<file path="src/logic/sriov_cfg_consts.vh">
// Constants for the SR-IOV function configuration and extension bus block.
// Included by the block's design file; holds definitions only.
`ifndef SRIOV_CFG_CONSTS_VH
`define SRIOV_CFG_CONSTS_VH

// Register map, byte addresses on the plain register port
`define REG_FUNC_CFG    8'h00
`define REG_VF_CNT_BASE 8'h10
`define REG_PAGE_SIZE   8'h30
`define REG_STD_PTR     8'h34
`define REG_EXT_PTR     8'h38
`define REG_ACK_LAT     8'h3c
`define REG_STATUS      8'h40
`define REG_FLR         8'h44
`define REG_CAP_SEL     8'h48

// Function control fields
`define FC_NUM_PF_LSB   0
`define FC_SRIOV_BIT    4
`define FC_ARI_BIT      5
`define FC_FLR_BIT      6
`define FC_TPH_PF_BIT   7
`define FC_TPH_VF_BIT   8
`define FC_ATS_PF_BIT   9
`define FC_ATS_VF_BIT   10
`define FC_EXT_BIT      11

// Limits and reset values
`define MAX_PF          4'd8
`define MAX_VF          12'd2048
`define MAX_ARI_FUNC    9'd256
`define FUNC_CFG_RST    12'h001
`define PAGE_SIZE_RST   11'h001
`define PAGE_SIZE_MASK  11'h7ff
`define PTR_RST         10'h000
`define EXT_PTR_MIN     10'h100
`define ACK_LAT_RST     3'h7
`define ACK_LAT_MIN     3'h1
`define VF_DW           12

`endif

</file>
<file path="src/logic/sriov_func_cfg.v">
// SR-IOV function configuration checker and configuration extension bus bridge.
// Assumes configuration requests come from the host-side config logic, one at a time,
// and that user logic on the extension bus answers with an acknowledge pulse.
//
// Decided for this implementation: the plain strobed port and the placing of the registers.
`include "sriov_cfg_consts.vh"

module sriov_func_cfg (
   // Clock and reset
   input  wire        i_clk_sys,
   input  wire        i_sys_rst,
   // Register port
   input  wire [7:0]  i_reg_addr,
   input  wire [31:0] i_reg_wdata,
   input  wire        i_reg_wr,
   input  wire        i_reg_rd,
   output reg  [31:0] o_reg_rdata,
   // Configuration request from host side
   input  wire        i_cfg_req,
   input  wire        i_cfg_wr,
   input  wire        i_cfg_vf,
   input  wire [9:0]  i_cfg_dw_addr,
   input  wire [31:0] i_cfg_wdata,
   input  wire [3:0]  i_cfg_be,
   output wire        o_cfg_busy,
   output reg         o_cfg_cpl,
   output reg  [31:0] o_cfg_cpl_data,
   output reg  [2:0]  o_cfg_cpl_status,
   // Configuration extension bus
   output reg         o_config_extension_bus_req,
   output reg         o_config_extension_bus_wr,
   output reg         o_config_extension_bus_vf,
   output reg  [9:0]  o_config_extension_bus_addr,
   output reg  [31:0] o_config_extension_bus_wdata,
   output reg  [3:0]  o_config_extension_bus_be,
   input  wire        i_config_extension_bus_ack,
   input  wire [31:0] i_config_extension_bus_rdata,
   // Capability presence and pointers seen by the internal config space
   output wire        o_vf_enable,
   output wire        o_ari_enable,
   output wire [8:0]  o_max_func,
   output wire        o_tph_pf_present,
   output wire        o_tph_vf_present,
   output wire        o_ats_pf_present,
   output wire        o_ats_vf_present,
   output wire        o_ext_bus_enable,
   output wire [10:0] o_supported_page_sizes,
   output wire [9:0]  o_pf_std_next_ptr,
   output wire [9:0]  o_vf_std_next_ptr,
   output wire [9:0]  o_pf_ext_next_ptr,
   output wire [9:0]  o_vf_ext_next_ptr,
   // Configuration checks and per-function resets
   output wire        o_cfg_valid,
   output wire [7:0]  o_func_rst
);

   localparam [3:0] ST_IDLE = 4'b0001;
   localparam [3:0] ST_REQ  = 4'b0010;
   localparam [3:0] ST_WAIT = 4'b0100;
   localparam [3:0] ST_DONE = 4'b1000;

   reg  [11:0] func_cfg_q;
   reg  [10:0] page_size_q;
   reg  [9:0]  pf_std_ptr_q;
   reg  [9:0]  vf_std_ptr_q;
   reg  [9:0]  pf_ext_ptr_q;
   reg  [9:0]  vf_ext_ptr_q;
   reg  [2:0]  ack_lat_q;
   reg  [7:0]  flr_q;
   reg  [11:0] vf_cnt_q [0:7];
   reg  [3:0]  state_q;
   reg  [31:0] rdata_d;
   reg  [2:0]  tmo_cnt_q;
   reg         ptr_err_q;

   wire [3:0]  num_pf = func_cfg_q[`FC_NUM_PF_LSB +: 4];
   wire        sriov_on = func_cfg_q[`FC_SRIOV_BIT];
   wire [7:0]  pf_ok;
   wire [7:0]  pf_en;
   wire [15:0] vf_sum;
   wire [31:0] status_word;

   // VF count registers sit at base + 4*n; the index comes from the offset
   wire [7:0]  vf_off     = i_reg_addr - `REG_VF_CNT_BASE;
   wire [2:0]  vf_idx     = vf_off[4:2];
   wire        vf_hit     = (i_reg_addr >= `REG_VF_CNT_BASE) && (i_reg_addr < `REG_PAGE_SIZE)
                            && (i_reg_addr[1:0] == 2'b00);
   wire        ext_pf_ok  = (i_reg_wdata[9:0] >= `EXT_PTR_MIN);
   wire        ext_vf_ok  = (i_reg_wdata[25:16] >= `EXT_PTR_MIN);
   wire        ack_lat_ok = (i_reg_wdata[2:0] >= `ACK_LAT_MIN);

   // Step rule on a VF count by range
   function step_ok;
      input [15:0] n;
      begin
         if (n <= 16'd8)
            step_ok = 1'b1;
         else if (n <= 16'd256)
            step_ok = (n[1:0] == 2'd0);
         else if (n <= 16'd1024)
            step_ok = (n[5:0] == 6'd0);
         else if (n <= {4'h0, `MAX_VF})
            step_ok = (n[8:0] == 9'd0);
         else
            step_ok = 1'b0;
      end
   endfunction

   genvar g;
   generate
      for (g = 0; g < 8; g = g + 1) begin : g_pf
         assign pf_en[g] = (g < num_pf);
         assign pf_ok[g] = step_ok({4'h0, vf_cnt_q[g]});
      end
   endgenerate

   assign vf_sum = (pf_en[0] ? {4'h0, vf_cnt_q[0]} : 16'h0)
                 + (pf_en[1] ? {4'h0, vf_cnt_q[1]} : 16'h0)
                 + (pf_en[2] ? {4'h0, vf_cnt_q[2]} : 16'h0)
                 + (pf_en[3] ? {4'h0, vf_cnt_q[3]} : 16'h0)
                 + (pf_en[4] ? {4'h0, vf_cnt_q[4]} : 16'h0)
                 + (pf_en[5] ? {4'h0, vf_cnt_q[5]} : 16'h0)
                 + (pf_en[6] ? {4'h0, vf_cnt_q[6]} : 16'h0)
                 + (pf_en[7] ? {4'h0, vf_cnt_q[7]} : 16'h0);

   wire pf_num_ok  = (num_pf != 4'd0) && (num_pf <= `MAX_PF);
   wire pf_cnt_ok  = &(pf_ok | ~pf_en);
   wire sum_ok     = (vf_sum <= {4'h0, `MAX_VF}) && step_ok(vf_sum);
   wire vf_zero_ok = sriov_on || (vf_sum == 16'h0);
   assign o_cfg_valid = pf_num_ok && pf_cnt_ok && sum_ok && vf_zero_ok && !ptr_err_q;

   // Status word: VF sum on top, one flag per failed check, valid in bit 0
   assign status_word = {vf_sum, 10'h000, ptr_err_q, !vf_zero_ok,
                         !sum_ok, !pf_cnt_ok, !pf_num_ok, o_cfg_valid};

   assign o_vf_enable       = sriov_on;
   assign o_ari_enable      = func_cfg_q[`FC_ARI_BIT];
   assign o_max_func        = func_cfg_q[`FC_ARI_BIT] ? `MAX_ARI_FUNC : {5'h0, `MAX_PF};
   assign o_tph_pf_present  = func_cfg_q[`FC_TPH_PF_BIT];
   assign o_tph_vf_present  = func_cfg_q[`FC_TPH_VF_BIT] & sriov_on;
   assign o_ats_pf_present  = func_cfg_q[`FC_ATS_PF_BIT];
   assign o_ats_vf_present  = func_cfg_q[`FC_ATS_VF_BIT] & sriov_on;
   assign o_ext_bus_enable  = func_cfg_q[`FC_EXT_BIT];
   assign o_supported_page_sizes = page_size_q;
   assign o_pf_std_next_ptr = pf_std_ptr_q;
   assign o_vf_std_next_ptr = vf_std_ptr_q;
   assign o_pf_ext_next_ptr = pf_ext_ptr_q;
   assign o_vf_ext_next_ptr = vf_ext_ptr_q;
   // Per-function reset, only where FLR is enabled and the PF exists
   assign o_func_rst = func_cfg_q[`FC_FLR_BIT] ? (flr_q & pf_en) : 8'h00;

   // Register writes
   integer k;
   always @(posedge i_clk_sys or posedge i_sys_rst) begin
      if (i_sys_rst) begin
         func_cfg_q   <= `FUNC_CFG_RST;
         page_size_q  <= `PAGE_SIZE_RST;
         pf_std_ptr_q <= `PTR_RST;
         vf_std_ptr_q <= `PTR_RST;
         pf_ext_ptr_q <= `PTR_RST;
         vf_ext_ptr_q <= `PTR_RST;
         ack_lat_q    <= `ACK_LAT_RST;
         for (k = 0; k < 8; k = k + 1)
            vf_cnt_q[k] <= 12'h000;
      end else if (i_reg_wr) begin
         case (i_reg_addr)
            `REG_FUNC_CFG: begin
               func_cfg_q <= i_reg_wdata[11:0];
            end
            `REG_PAGE_SIZE: begin
               page_size_q <= i_reg_wdata[10:0] & `PAGE_SIZE_MASK;
            end
            `REG_STD_PTR: begin
               pf_std_ptr_q <= i_reg_wdata[9:0];
               vf_std_ptr_q <= i_reg_wdata[25:16];
            end
            `REG_EXT_PTR: begin
               // A pointer below the extended space is refused as a pair
               if (ext_pf_ok && ext_vf_ok) begin
                  pf_ext_ptr_q <= i_reg_wdata[9:0];
                  vf_ext_ptr_q <= i_reg_wdata[25:16];
               end
            end
            `REG_ACK_LAT: begin
               // A zero latency would leave no acknowledge window, so it is ignored
               if (ack_lat_ok)
                  ack_lat_q <= i_reg_wdata[2:0];
            end
            default: begin
               if (vf_hit)
                  vf_cnt_q[vf_idx] <= i_reg_wdata[11:0];
            end
         endcase
      end
   end

   // Pointer error flag: set by a refused extended-pointer write, cleared by a legal one
   always @(posedge i_clk_sys or posedge i_sys_rst) begin
      if (i_sys_rst) begin
         ptr_err_q <= 1'b0;
      end else if (i_reg_wr && (i_reg_addr == `REG_EXT_PTR)) begin
         ptr_err_q <= !(ext_pf_ok && ext_vf_ok);
      end
   end

   // Function-level reset: one pulse per written bit, never stretched
   always @(posedge i_clk_sys or posedge i_sys_rst) begin
      if (i_sys_rst) begin
         flr_q <= 8'h00;
      end else if (i_reg_wr && (i_reg_addr == `REG_FLR)) begin
         flr_q <= i_reg_wdata[7:0];
      end else begin
         flr_q <= 8'h00;
      end
   end

   // Read mux; unmapped offsets read as zero
   always @* begin
      rdata_d = 32'h00000000;
      if (i_reg_rd) begin
         case (i_reg_addr)
            `REG_FUNC_CFG:  rdata_d = {20'h0, func_cfg_q};
            `REG_PAGE_SIZE: rdata_d = {21'h0, page_size_q};
            `REG_STD_PTR:   rdata_d = {6'h0, vf_std_ptr_q, 6'h0, pf_std_ptr_q};
            `REG_EXT_PTR:   rdata_d = {6'h0, vf_ext_ptr_q, 6'h0, pf_ext_ptr_q};
            `REG_ACK_LAT:   rdata_d = {29'h0, ack_lat_q};
            `REG_STATUS:    rdata_d = status_word;
            `REG_CAP_SEL:   rdata_d = {23'h0, o_max_func};
            default: begin
               if (vf_hit)
                  rdata_d = {20'h0, vf_cnt_q[vf_idx]};
            end
         endcase
      end
   end

   // Read data stands for exactly the cycle after the strobe
   always @(posedge i_clk_sys or posedge i_sys_rst) begin
      if (i_sys_rst) begin
         o_reg_rdata <= 32'h00000000;
      end else begin
         o_reg_rdata <= rdata_d;
      end
   end

   // Extension bus request, timeout and completion.
   // The request cycle itself is not part of the acknowledge window, so a
   // latency of L gives user logic the L cycles after the request.
   wire issue    = (state_q == ST_IDLE) && i_cfg_req && o_ext_bus_enable;
   wire ack_seen = (state_q == ST_WAIT) && i_config_extension_bus_ack;
   wire tmo_last = (state_q == ST_WAIT) && (tmo_cnt_q == 3'h1);

   // Busy covers the request, wait and completion cycles
   assign o_cfg_busy = (state_q != ST_IDLE);

   // Request fields, held until the next request
   always @(posedge i_clk_sys or posedge i_sys_rst) begin
      if (i_sys_rst) begin
         o_config_extension_bus_req   <= 1'b0;
         o_config_extension_bus_wr    <= 1'b0;
         o_config_extension_bus_vf    <= 1'b0;
         o_config_extension_bus_addr  <= 10'h000;
         o_config_extension_bus_wdata <= 32'h00000000;
         o_config_extension_bus_be    <= 4'h0;
      end else begin
         o_config_extension_bus_req <= issue;
         if (issue) begin
            o_config_extension_bus_wr    <= i_cfg_wr;
            o_config_extension_bus_vf    <= i_cfg_vf & sriov_on;
            o_config_extension_bus_addr  <= i_cfg_dw_addr;
            o_config_extension_bus_wdata <= i_cfg_wdata;
            o_config_extension_bus_be    <= i_cfg_be;
         end
      end
   end

   // Sequencer and latency counter
   always @(posedge i_clk_sys or posedge i_sys_rst) begin
      if (i_sys_rst) begin
         state_q   <= ST_IDLE;
         tmo_cnt_q <= 3'h0;
      end else begin
         case (state_q)
            ST_IDLE: begin
               if (issue) begin
                  tmo_cnt_q <= ack_lat_q;
                  state_q   <= ST_REQ;
               end
            end
            ST_REQ: begin
               state_q <= ST_WAIT;
            end
            ST_WAIT: begin
               if (ack_seen || tmo_last)
                  state_q <= ST_DONE;
               else
                  tmo_cnt_q <= tmo_cnt_q - 3'h1;
            end
            ST_DONE: begin
               state_q <= ST_IDLE;
            end
            default: begin
               state_q <= ST_IDLE;
            end
         endcase
      end
   end

   // Completion to the host: user data on an acknowledged read, all zeros on an acknowledged write or on timeout
   always @(posedge i_clk_sys or posedge i_sys_rst) begin
      if (i_sys_rst) begin
         o_cfg_cpl        <= 1'b0;
         o_cfg_cpl_data   <= 32'h00000000;
         o_cfg_cpl_status <= 3'h0;
      end else begin
         o_cfg_cpl <= ack_seen || tmo_last;
         if (ack_seen) begin
            // A write completes with zero data; a read carries the user data
            o_cfg_cpl_data   <= o_config_extension_bus_wr ? 32'h00000000
                                : i_config_extension_bus_rdata;
            o_cfg_cpl_status <= 3'h0;
         end else if (tmo_last) begin
            o_cfg_cpl_data   <= 32'h00000000;
            o_cfg_cpl_status <= 3'h0;
         end
      end
   end

endmodule // sriov_func_cfg

</file>
<file path="config.mk">
export PLATFORM = sky130hd
export DESIGN_NAME = sriov_func_cfg
export DESIGN_NICKNAME = d
export VERILOG_FILES = /design/src/logic/sriov_func_cfg.v
export VERILOG_INCLUDE_DIRS = /design/src /design/src/logic
export SDC_FILE = /design/constraint.sdc
export NUM_CORES = 1
export LEC_CHECK = 0
export BUFFER_PORTS_ARGS = -buffer_cell sky130_fd_sc_hd__buf_4
export CAP_MARGIN = 30
export CORE_MARGIN = 5
export CORE_UTILIZATION = 56
export CTS_BUF_LIST = sky130_fd_sc_hd__clkbuf_8 sky130_fd_sc_hd__clkbuf_16
export CTS_CLUSTER_DIAMETER = 100
export DETAILED_ROUTE_END_ITERATION = 8
export PLACE_DENSITY = 0.91
export SYNTH_ARGS = -nofsm -noshare
export SYNTH_HDL_FRONTEND = slang
export SYNTH_SLANG_ARGS = --single-unit
</file>
<file path="constraint.sdc">
create_clock -name i_clk_sys -period 11.39 [get_ports i_clk_sys]
set_input_delay 1.7085 -clock i_clk_sys [delete_from_list [all_inputs] [get_ports i_clk_sys]]
set_output_delay 1.7085 -clock i_clk_sys [all_outputs]
set_load 0.02 [all_outputs]
</file>
Word level (Yosys, flattened, before mapping). Index checks and enable logic that the tools add are counted.

Bits in registers: 295. Input bits: 126. Output and inout port bits: 194. Logic and storage cells: 247.

Add/subtract/negate cells: 9. Magnitude comparators: 52. Eq/ne operators: 15. Multiplexer cells: 67. Bitwise gates (word level): 8. Reduce and logical (&&, ||, !) cells: 67.

Operators by type and width (count): one-hot mux 32 bit (7 select lines) (1); 2-to-1 mux 12 bit (12); 2-to-1 mux 32 bit (4); bitwise mux 96 bit (1); <= comparator 12 x 11 -> 1 bit (second input constant) (8); <= comparator 12 bit (second input constant) (8); <= comparator 12 x 4 -> 1 bit (second input constant) (8); <= comparator 12 x 9 -> 1 bit (second input constant) (8); zero test 9 bit (9); zero test 6 bit (9); adder 16 x 12 -> 16 bit (3); binary-select mux 12 bit (select 3 bit) (1); demux 12 bit (select 3 bit) (1); 2-to-1 mux 1 bit (36); equality test 8 x 6 -> 1 bit (second input constant) (4); equality test 8 x 7 -> 1 bit (second input constant) (3); >= comparator 10 x 9 -> 1 bit (second input constant) (2); zero test 2 bit (10); adder 15 x 12 -> 16 bit (1); <= comparator 16 x 11 -> 1 bit (second input constant) (1); <= comparator 16 x 12 -> 1 bit (second input constant) (1); <= comparator 16 x 4 -> 1 bit (second input constant) (1); <= comparator 16 x 9 -> 1 bit (second input constant) (1); logical AND 1 bit (16); other kinds (43) (69).

Longest topological paths before layout.
Depth after elaboration: 20. Depth in mapped cells: 24.

Least setup slack after synthesis. No wires, ideal clock.

Kind: flip-flop to output port. From: register func_cfg_q[2]. To: output port o_cfg_valid. Data arrival time: 6.088 ns. Data required time: 9.682 ns. Path slack: 3.594 ns. Stages on the path, launching flop included: 22. Cells stage by stage: dfrtp_1 > or2_1 > clkbuf_1 > a21oi_1 > clkbuf_1 > nor2b_1 > fa_1 > fa_1 > fa_1 > inv_1 > fa_1 > inv_1 > ha_1 > inv_1 > fa_1 > xnor2_1 > a2111oi_1 > o21ai_0 > a2111oi_4 > a31oi_1 > nand2b_1 > a221oi_1.

Cells in the longest elaborated chain, start to end: 18. Elaborated cells on any way between the ends: 47. Classes of those cells: add/sub (7); order compare (13); mux (12); bitwise (2); reduce/logical (13).

Ends and longest elaborated chain: from (decl) (line sriov_func_cfg.v:62) `reg [11:0] func_cfg_q;`; from (signal assigned) (line sriov_func_cfg.v:156) `` func_cfg_q <= `FUNC_CFG_RST; ``; from (signal assigned) (line sriov_func_cfg.v:168) `func_cfg_q <= i_reg_wdata[11:0];`; less-than comparator 1 x 4 -> 1 bit (line sriov_func_cfg.v:112) `assign pf_en[g] = (g < num_pf);`; 2-to-1 mux 12 bit, on equally long branches (line sriov_func_cfg.v:117, sriov_func_cfg.v:118); adder 12 x 12 -> 13 bit (line sriov_func_cfg.v:118) `+ (pf_en[1] ? {4'h0, vf_cnt_q[1]} : 16'h0)`; adder 13 x 12 -> 14 bit (line sriov_func_cfg.v:119) `+ (pf_en[2] ? {4'h0, vf_cnt_q[2]} : 16'h0)`; adder 14 x 12 -> 15 bit (line sriov_func_cfg.v:120) `+ (pf_en[3] ? {4'h0, vf_cnt_q[3]} : 16'h0)`; adder 15 x 12 -> 16 bit (line sriov_func_cfg.v:121) `+ (pf_en[4] ? {4'h0, vf_cnt_q[4]} : 16'h0)`; adder 16 x 12 -> 16 bit (line sriov_func_cfg.v:122) `+ (pf_en[5] ? {4'h0, vf_cnt_q[5]} : 16'h0)`; adder 16 x 12 -> 16 bit (line sriov_func_cfg.v:123) `+ (pf_en[6] ? {4'h0, vf_cnt_q[6]} : 16'h0)`; adder 16 x 12 -> 16 bit (line sriov_func_cfg.v:124) `+ (pf_en[7] ? {4'h0, vf_cnt_q[7]} : 16'h0);`; <= comparator 16 x 12 -> 1 bit or zero test 9 bit (tied branches) (line sriov_func_cfg.v:102, sriov_func_cfg.v:128, sriov_func_cfg.v:103); 2-to-1 mux 1 bit (line sriov_func_cfg.v:102) `` else if (n <= {4'h0, `MAX_VF}) ``; 2-to-1 mux 1 bit (line sriov_func_cfg.v:100) `else if (n <= 16'd1024)`; 2-to-1 mux 1 bit (line sriov_func_cfg.v:98) `else if (n <= 16'd256)`; 2-to-1 mux 1 bit (line sriov_func_cfg.v:96) `if (n <= 16'd8)`; logical AND 1 bit (line sriov_func_cfg.v:128) `` wire sum_ok = (vf_sum <= {4'h0, `MAX_VF}) && step_ok(vf_sum); ``; logical AND 1 bit (line sriov_func_cfg.v:130) `assign o_cfg_valid = pf_num_ok && pf_cnt_ok && sum_ok && vf_zero_ok && !ptr_err_q;`; logical AND 1 bit * (2 in series) (line sriov_func_cfg.v:130); to (decl) (line sriov_func_cfg.v:53) `output wire o_cfg_valid,`.

Every way passes the cells marked *; elsewhere a longest branch is shown, timed or not.

Worst setup path in the final report.
From: register func_cfg_q[3]. To: output port o_cfg_valid.

Same word-level chain as after synthesis.

==> flow_metrics.env <==
export IMPL_status="finished clean"
export IMPL_syn_area_sq_um=15900
export IMPL_cts_buffers=30
export IMPL_cts_max_level=1
export IMPL_dp_cells=1941
export IMPL_fp_dieH_microns=179
export IMPL_initial_utilization_pct=56.9
export IMPL_cts_resized=0
export IMPL_hold_violations=0
export IMPL_n_fill_cell=1825
export IMPL_crit_chain="or2_1 > nor2_1 > nor2b_1 > fa_1 > fa_1 > fa_1 > inv_1 > fa_1 > inv_1 > ha_1 > inv_1 > fa_1 > xnor2_1 > a2111oi_1 > o21ai_0 > a2111oi_4 > a31oi_1 > nand2b_1 > a221oi_1 > buf_4"
export IMPL_period_needed_ns=9.71
export IMPL_antenna_found_initial=0
export IMPL_grt_pass1_vias=13143
export IMPL_viasPerCell=6.20
export IMPL_synth_edff_count=0
export IMPL_crit_path_end_kind="primary output"
export IMPL_routabilityCongestion=0.987
export IMPL_fin_crit_sh_pct=85.2
export IMPL_cts_root_buf="clkbuf_16"
export IMPL_grt_max_degree=119
export IMPL_avgSynthCellArea_sq_um=12.0
export IMPL_fin_cells=2000
export IMPL_worstPathMaxFanout=22
export IMPL_ys_seq_area_share_pct=45.2
export IMPL_drt_total_wl_microns=50200
export IMPL_setup_tns_ns=0
export IMPL_cap_violations=0
export IMPL_slew_headroom_pct=31.7
export IMPL_multi_input_area_sq_um=8040
export IMPL_final_cell_mix="303 x buf_4, 281 x dfrtp_1, 194 x mux2_2"
export IMPL_syn_to_final_growth_pct=23.6
export IMPL_synth_cells=1326
export IMPL_cts_hold_buf=0
export IMPL_clk_latency_ns=0.59
export IMPL_cts_sinks=287
export IMPL_cts_tree="done"
export IMPL_ys_async_sr_fraction_pct=100
export IMPL_dp_hpwl_microns=36200
export IMPL_drtPass1Iterations=7
export IMPL_yosysUniqueCellTypes=82
export IMPL_drtIter0Drc=1407
export IMPL_drive_gt1_share_pct=37.6
export IMPL_coreArea_sq_um=27900
export IMPL_critPathBufInv=4
export IMPL_diodes=0
export IMPL_dieArea_sq_um=31900
export IMPL_yosysWarnings=0
export IMPL_io_buffers=294
export IMPL_regArea_sq_um=7190
export IMPL_crit_path_max_incr_delay_ns=0.83
export IMPL_grt_overflow=0
export IMPL_io_pins=320
export IMPL_ys_seq_elements=287
export IMPL_setup_viol=0
export IMPL_die_w_microns=179
export IMPL_ir_drop_v=0.000175
export IMPL_crit_path_top_delay_cell="nor2_1"
export IMPL_final_max_slew_violation_count=0
export IMPL_finClkSkew_ns=0.0379
export IMPL_ant_nets=0
export IMPL_layout_commonest_cell="buf_4"
export IMPL_ys_flop_type="dfrtp_1"
export IMPL_power_density_nw_per_um2=144
export IMPL_cts_setup_buffers=0
export IMPL_vias=12401
export IMPL_fmax_ghz=0.103
export IMPL_min_path_type="flip-flop to flip-flop"
export IMPL_clkTransAtPathRegs_ns=0.06
export IMPL_worst_pin_slew_ns=1.02
export IMPL_crit_family="adder cells"
export IMPL_nets=1812
export IMPL_grt_pass1_wl_microns=76500
export IMPL_criticalPathCategory="flip-flop to primary output"
export IMPL_drc=0
export IMPL_startpoint_type="flip-flop"
export IMPL_rsz0062_at_grt="no"
export IMPL_grt_usage_pct=31.4
export IMPL_clk_path_buf_depth=3
export IMPL_wire_per_inst_microns=25.1
export IMPL_required_ns=9.68
export IMPL_p_leak_uw=0.00981
export IMPL_rows=61
export IMPL_cpMostUsedCell="fa_1"
export IMPL_worstPathArrival_ns=8.00
==> cell usage after synthesis (9+ instances only) <==
master	instances	area share (%)
inv_1	89	2.1
buf_2	11	0.35
nor2b_1	38	1.5
and3_1	11	0.43
mux2_2	194	14
fa_1	71	8.9
ha_1	17	1.3
mux2_1	12	0.85
nor4_1	16	0.63
dfrtp_1	281	44
a21oi_1	35	1.1
nor2_1	60	1.4
nand2_1	55	1.3
a22o_1	37	2.0
mux2i_1	11	0.69
nand2b_1	13	0.51
clkbuf_1	51	1.2
o22ai_1	10	0.39
o21ai_0	28	0.88
buf_4	16	0.76
mux4_2	24	3.4
and2_1	65	2.6
nor3_1	24	0.76
nand3_1	9	0.28
==> flip-flops by register name, indices dropped and copies added, names as in the netlist, 4 cells and up <==
name,count
func_cfg_q,12
state_q,4
vf_cnt_q,96
o_pf_ext_next_ptr,10
o_config_extension_bus_wdata,32
o_config_extension_bus_be,4
o_config_extension_bus_addr,10
o_vf_std_next_ptr,10
o_supported_page_sizes,11
o_cfg_cpl_data,32
flr_q,8
o_vf_ext_next_ptr,10
o_reg_rdata,27
o_pf_std_next_ptr,10
==> power by group <==
group	internal, uW	switching (uW)
clock network	719	433
registers	1100	80.3
logic	222	277
total	2040	790
==> worst paths after layout <==
check	from	endpoint	cells past startpoint	slack, ns
worst max register to register	func_cfg_q[3]	o_reg_rdata[4]	19	4.17
min in group asynchronous	i_sys_rst	o_cfg_cpl_data[6]	2	1.27
worst max-delay path	func_cfg_q[3]	o_cfg_valid	20	1.68
max in group asynchronous	i_sys_rst	o_supported_page_sizes[0]	4	8.82
worst min-delay path	o_config_extension_bus_addr[5]	o_config_extension_bus_addr[5]	1	0.51
worst min register to register	o_config_extension_bus_addr[5]	o_config_extension_bus_addr[5]	1	0.51
==> metal layers <==
layer | global-route usage [%] | share of wire, % | vias to the layer above
li1 | - | - | 5235
met1 | 38.6 | 35 | 6142
met2 | 51.5 | 48 | 835
met3 | 8.33 | 11 | 189
met4 | 15.8 | 5.9 | 0
met5 | 0 | 0 | -
==> final cells by class <==
class	count	area share, %
Inverter	89	1.74
Sequential cell	287	36.6
Clock buffer	38	4.38
Timing Repair Buffer	311	12.2
Tap cell	378	2.41
Clock inverter	18	1.70
Multi-Input combinational cell	879	40.9
==> stage by stage <==
step           utilization [%]  hold WS (ns)  cell area, sq um  setup slack [ns]  power, uW
5_1_grt                   70.3         0.528             19600              1.13       2930
2_1_floorplan                -         0.437             16000              1.77       1460
3_5_place_dp              65.9         0.487             18400              2.34       1690
3_3_place_gp              65.6         0.455             18300              2.48       1670
6_report                  70.3         0.507             19600              1.68       2830
4_1_cts                   70.2         0.501             19600              1.72       2840
==> cell families after synthesis <==
kind of cell,after synthesis,synth area share (%)
AND/OR/NAND/NOR,324,11.1
AO/OA/AOI/OAI,204,9.62
buffers and inverters,174,4.62
multiplexers,241,18.7
other,1,0.0236
XOR/XNOR,7,0.433
adder cells (fa/ha/maj),88,10.3
flip-flops,287,45.2
Note: power is estimated with default switching activity, not from simulation.
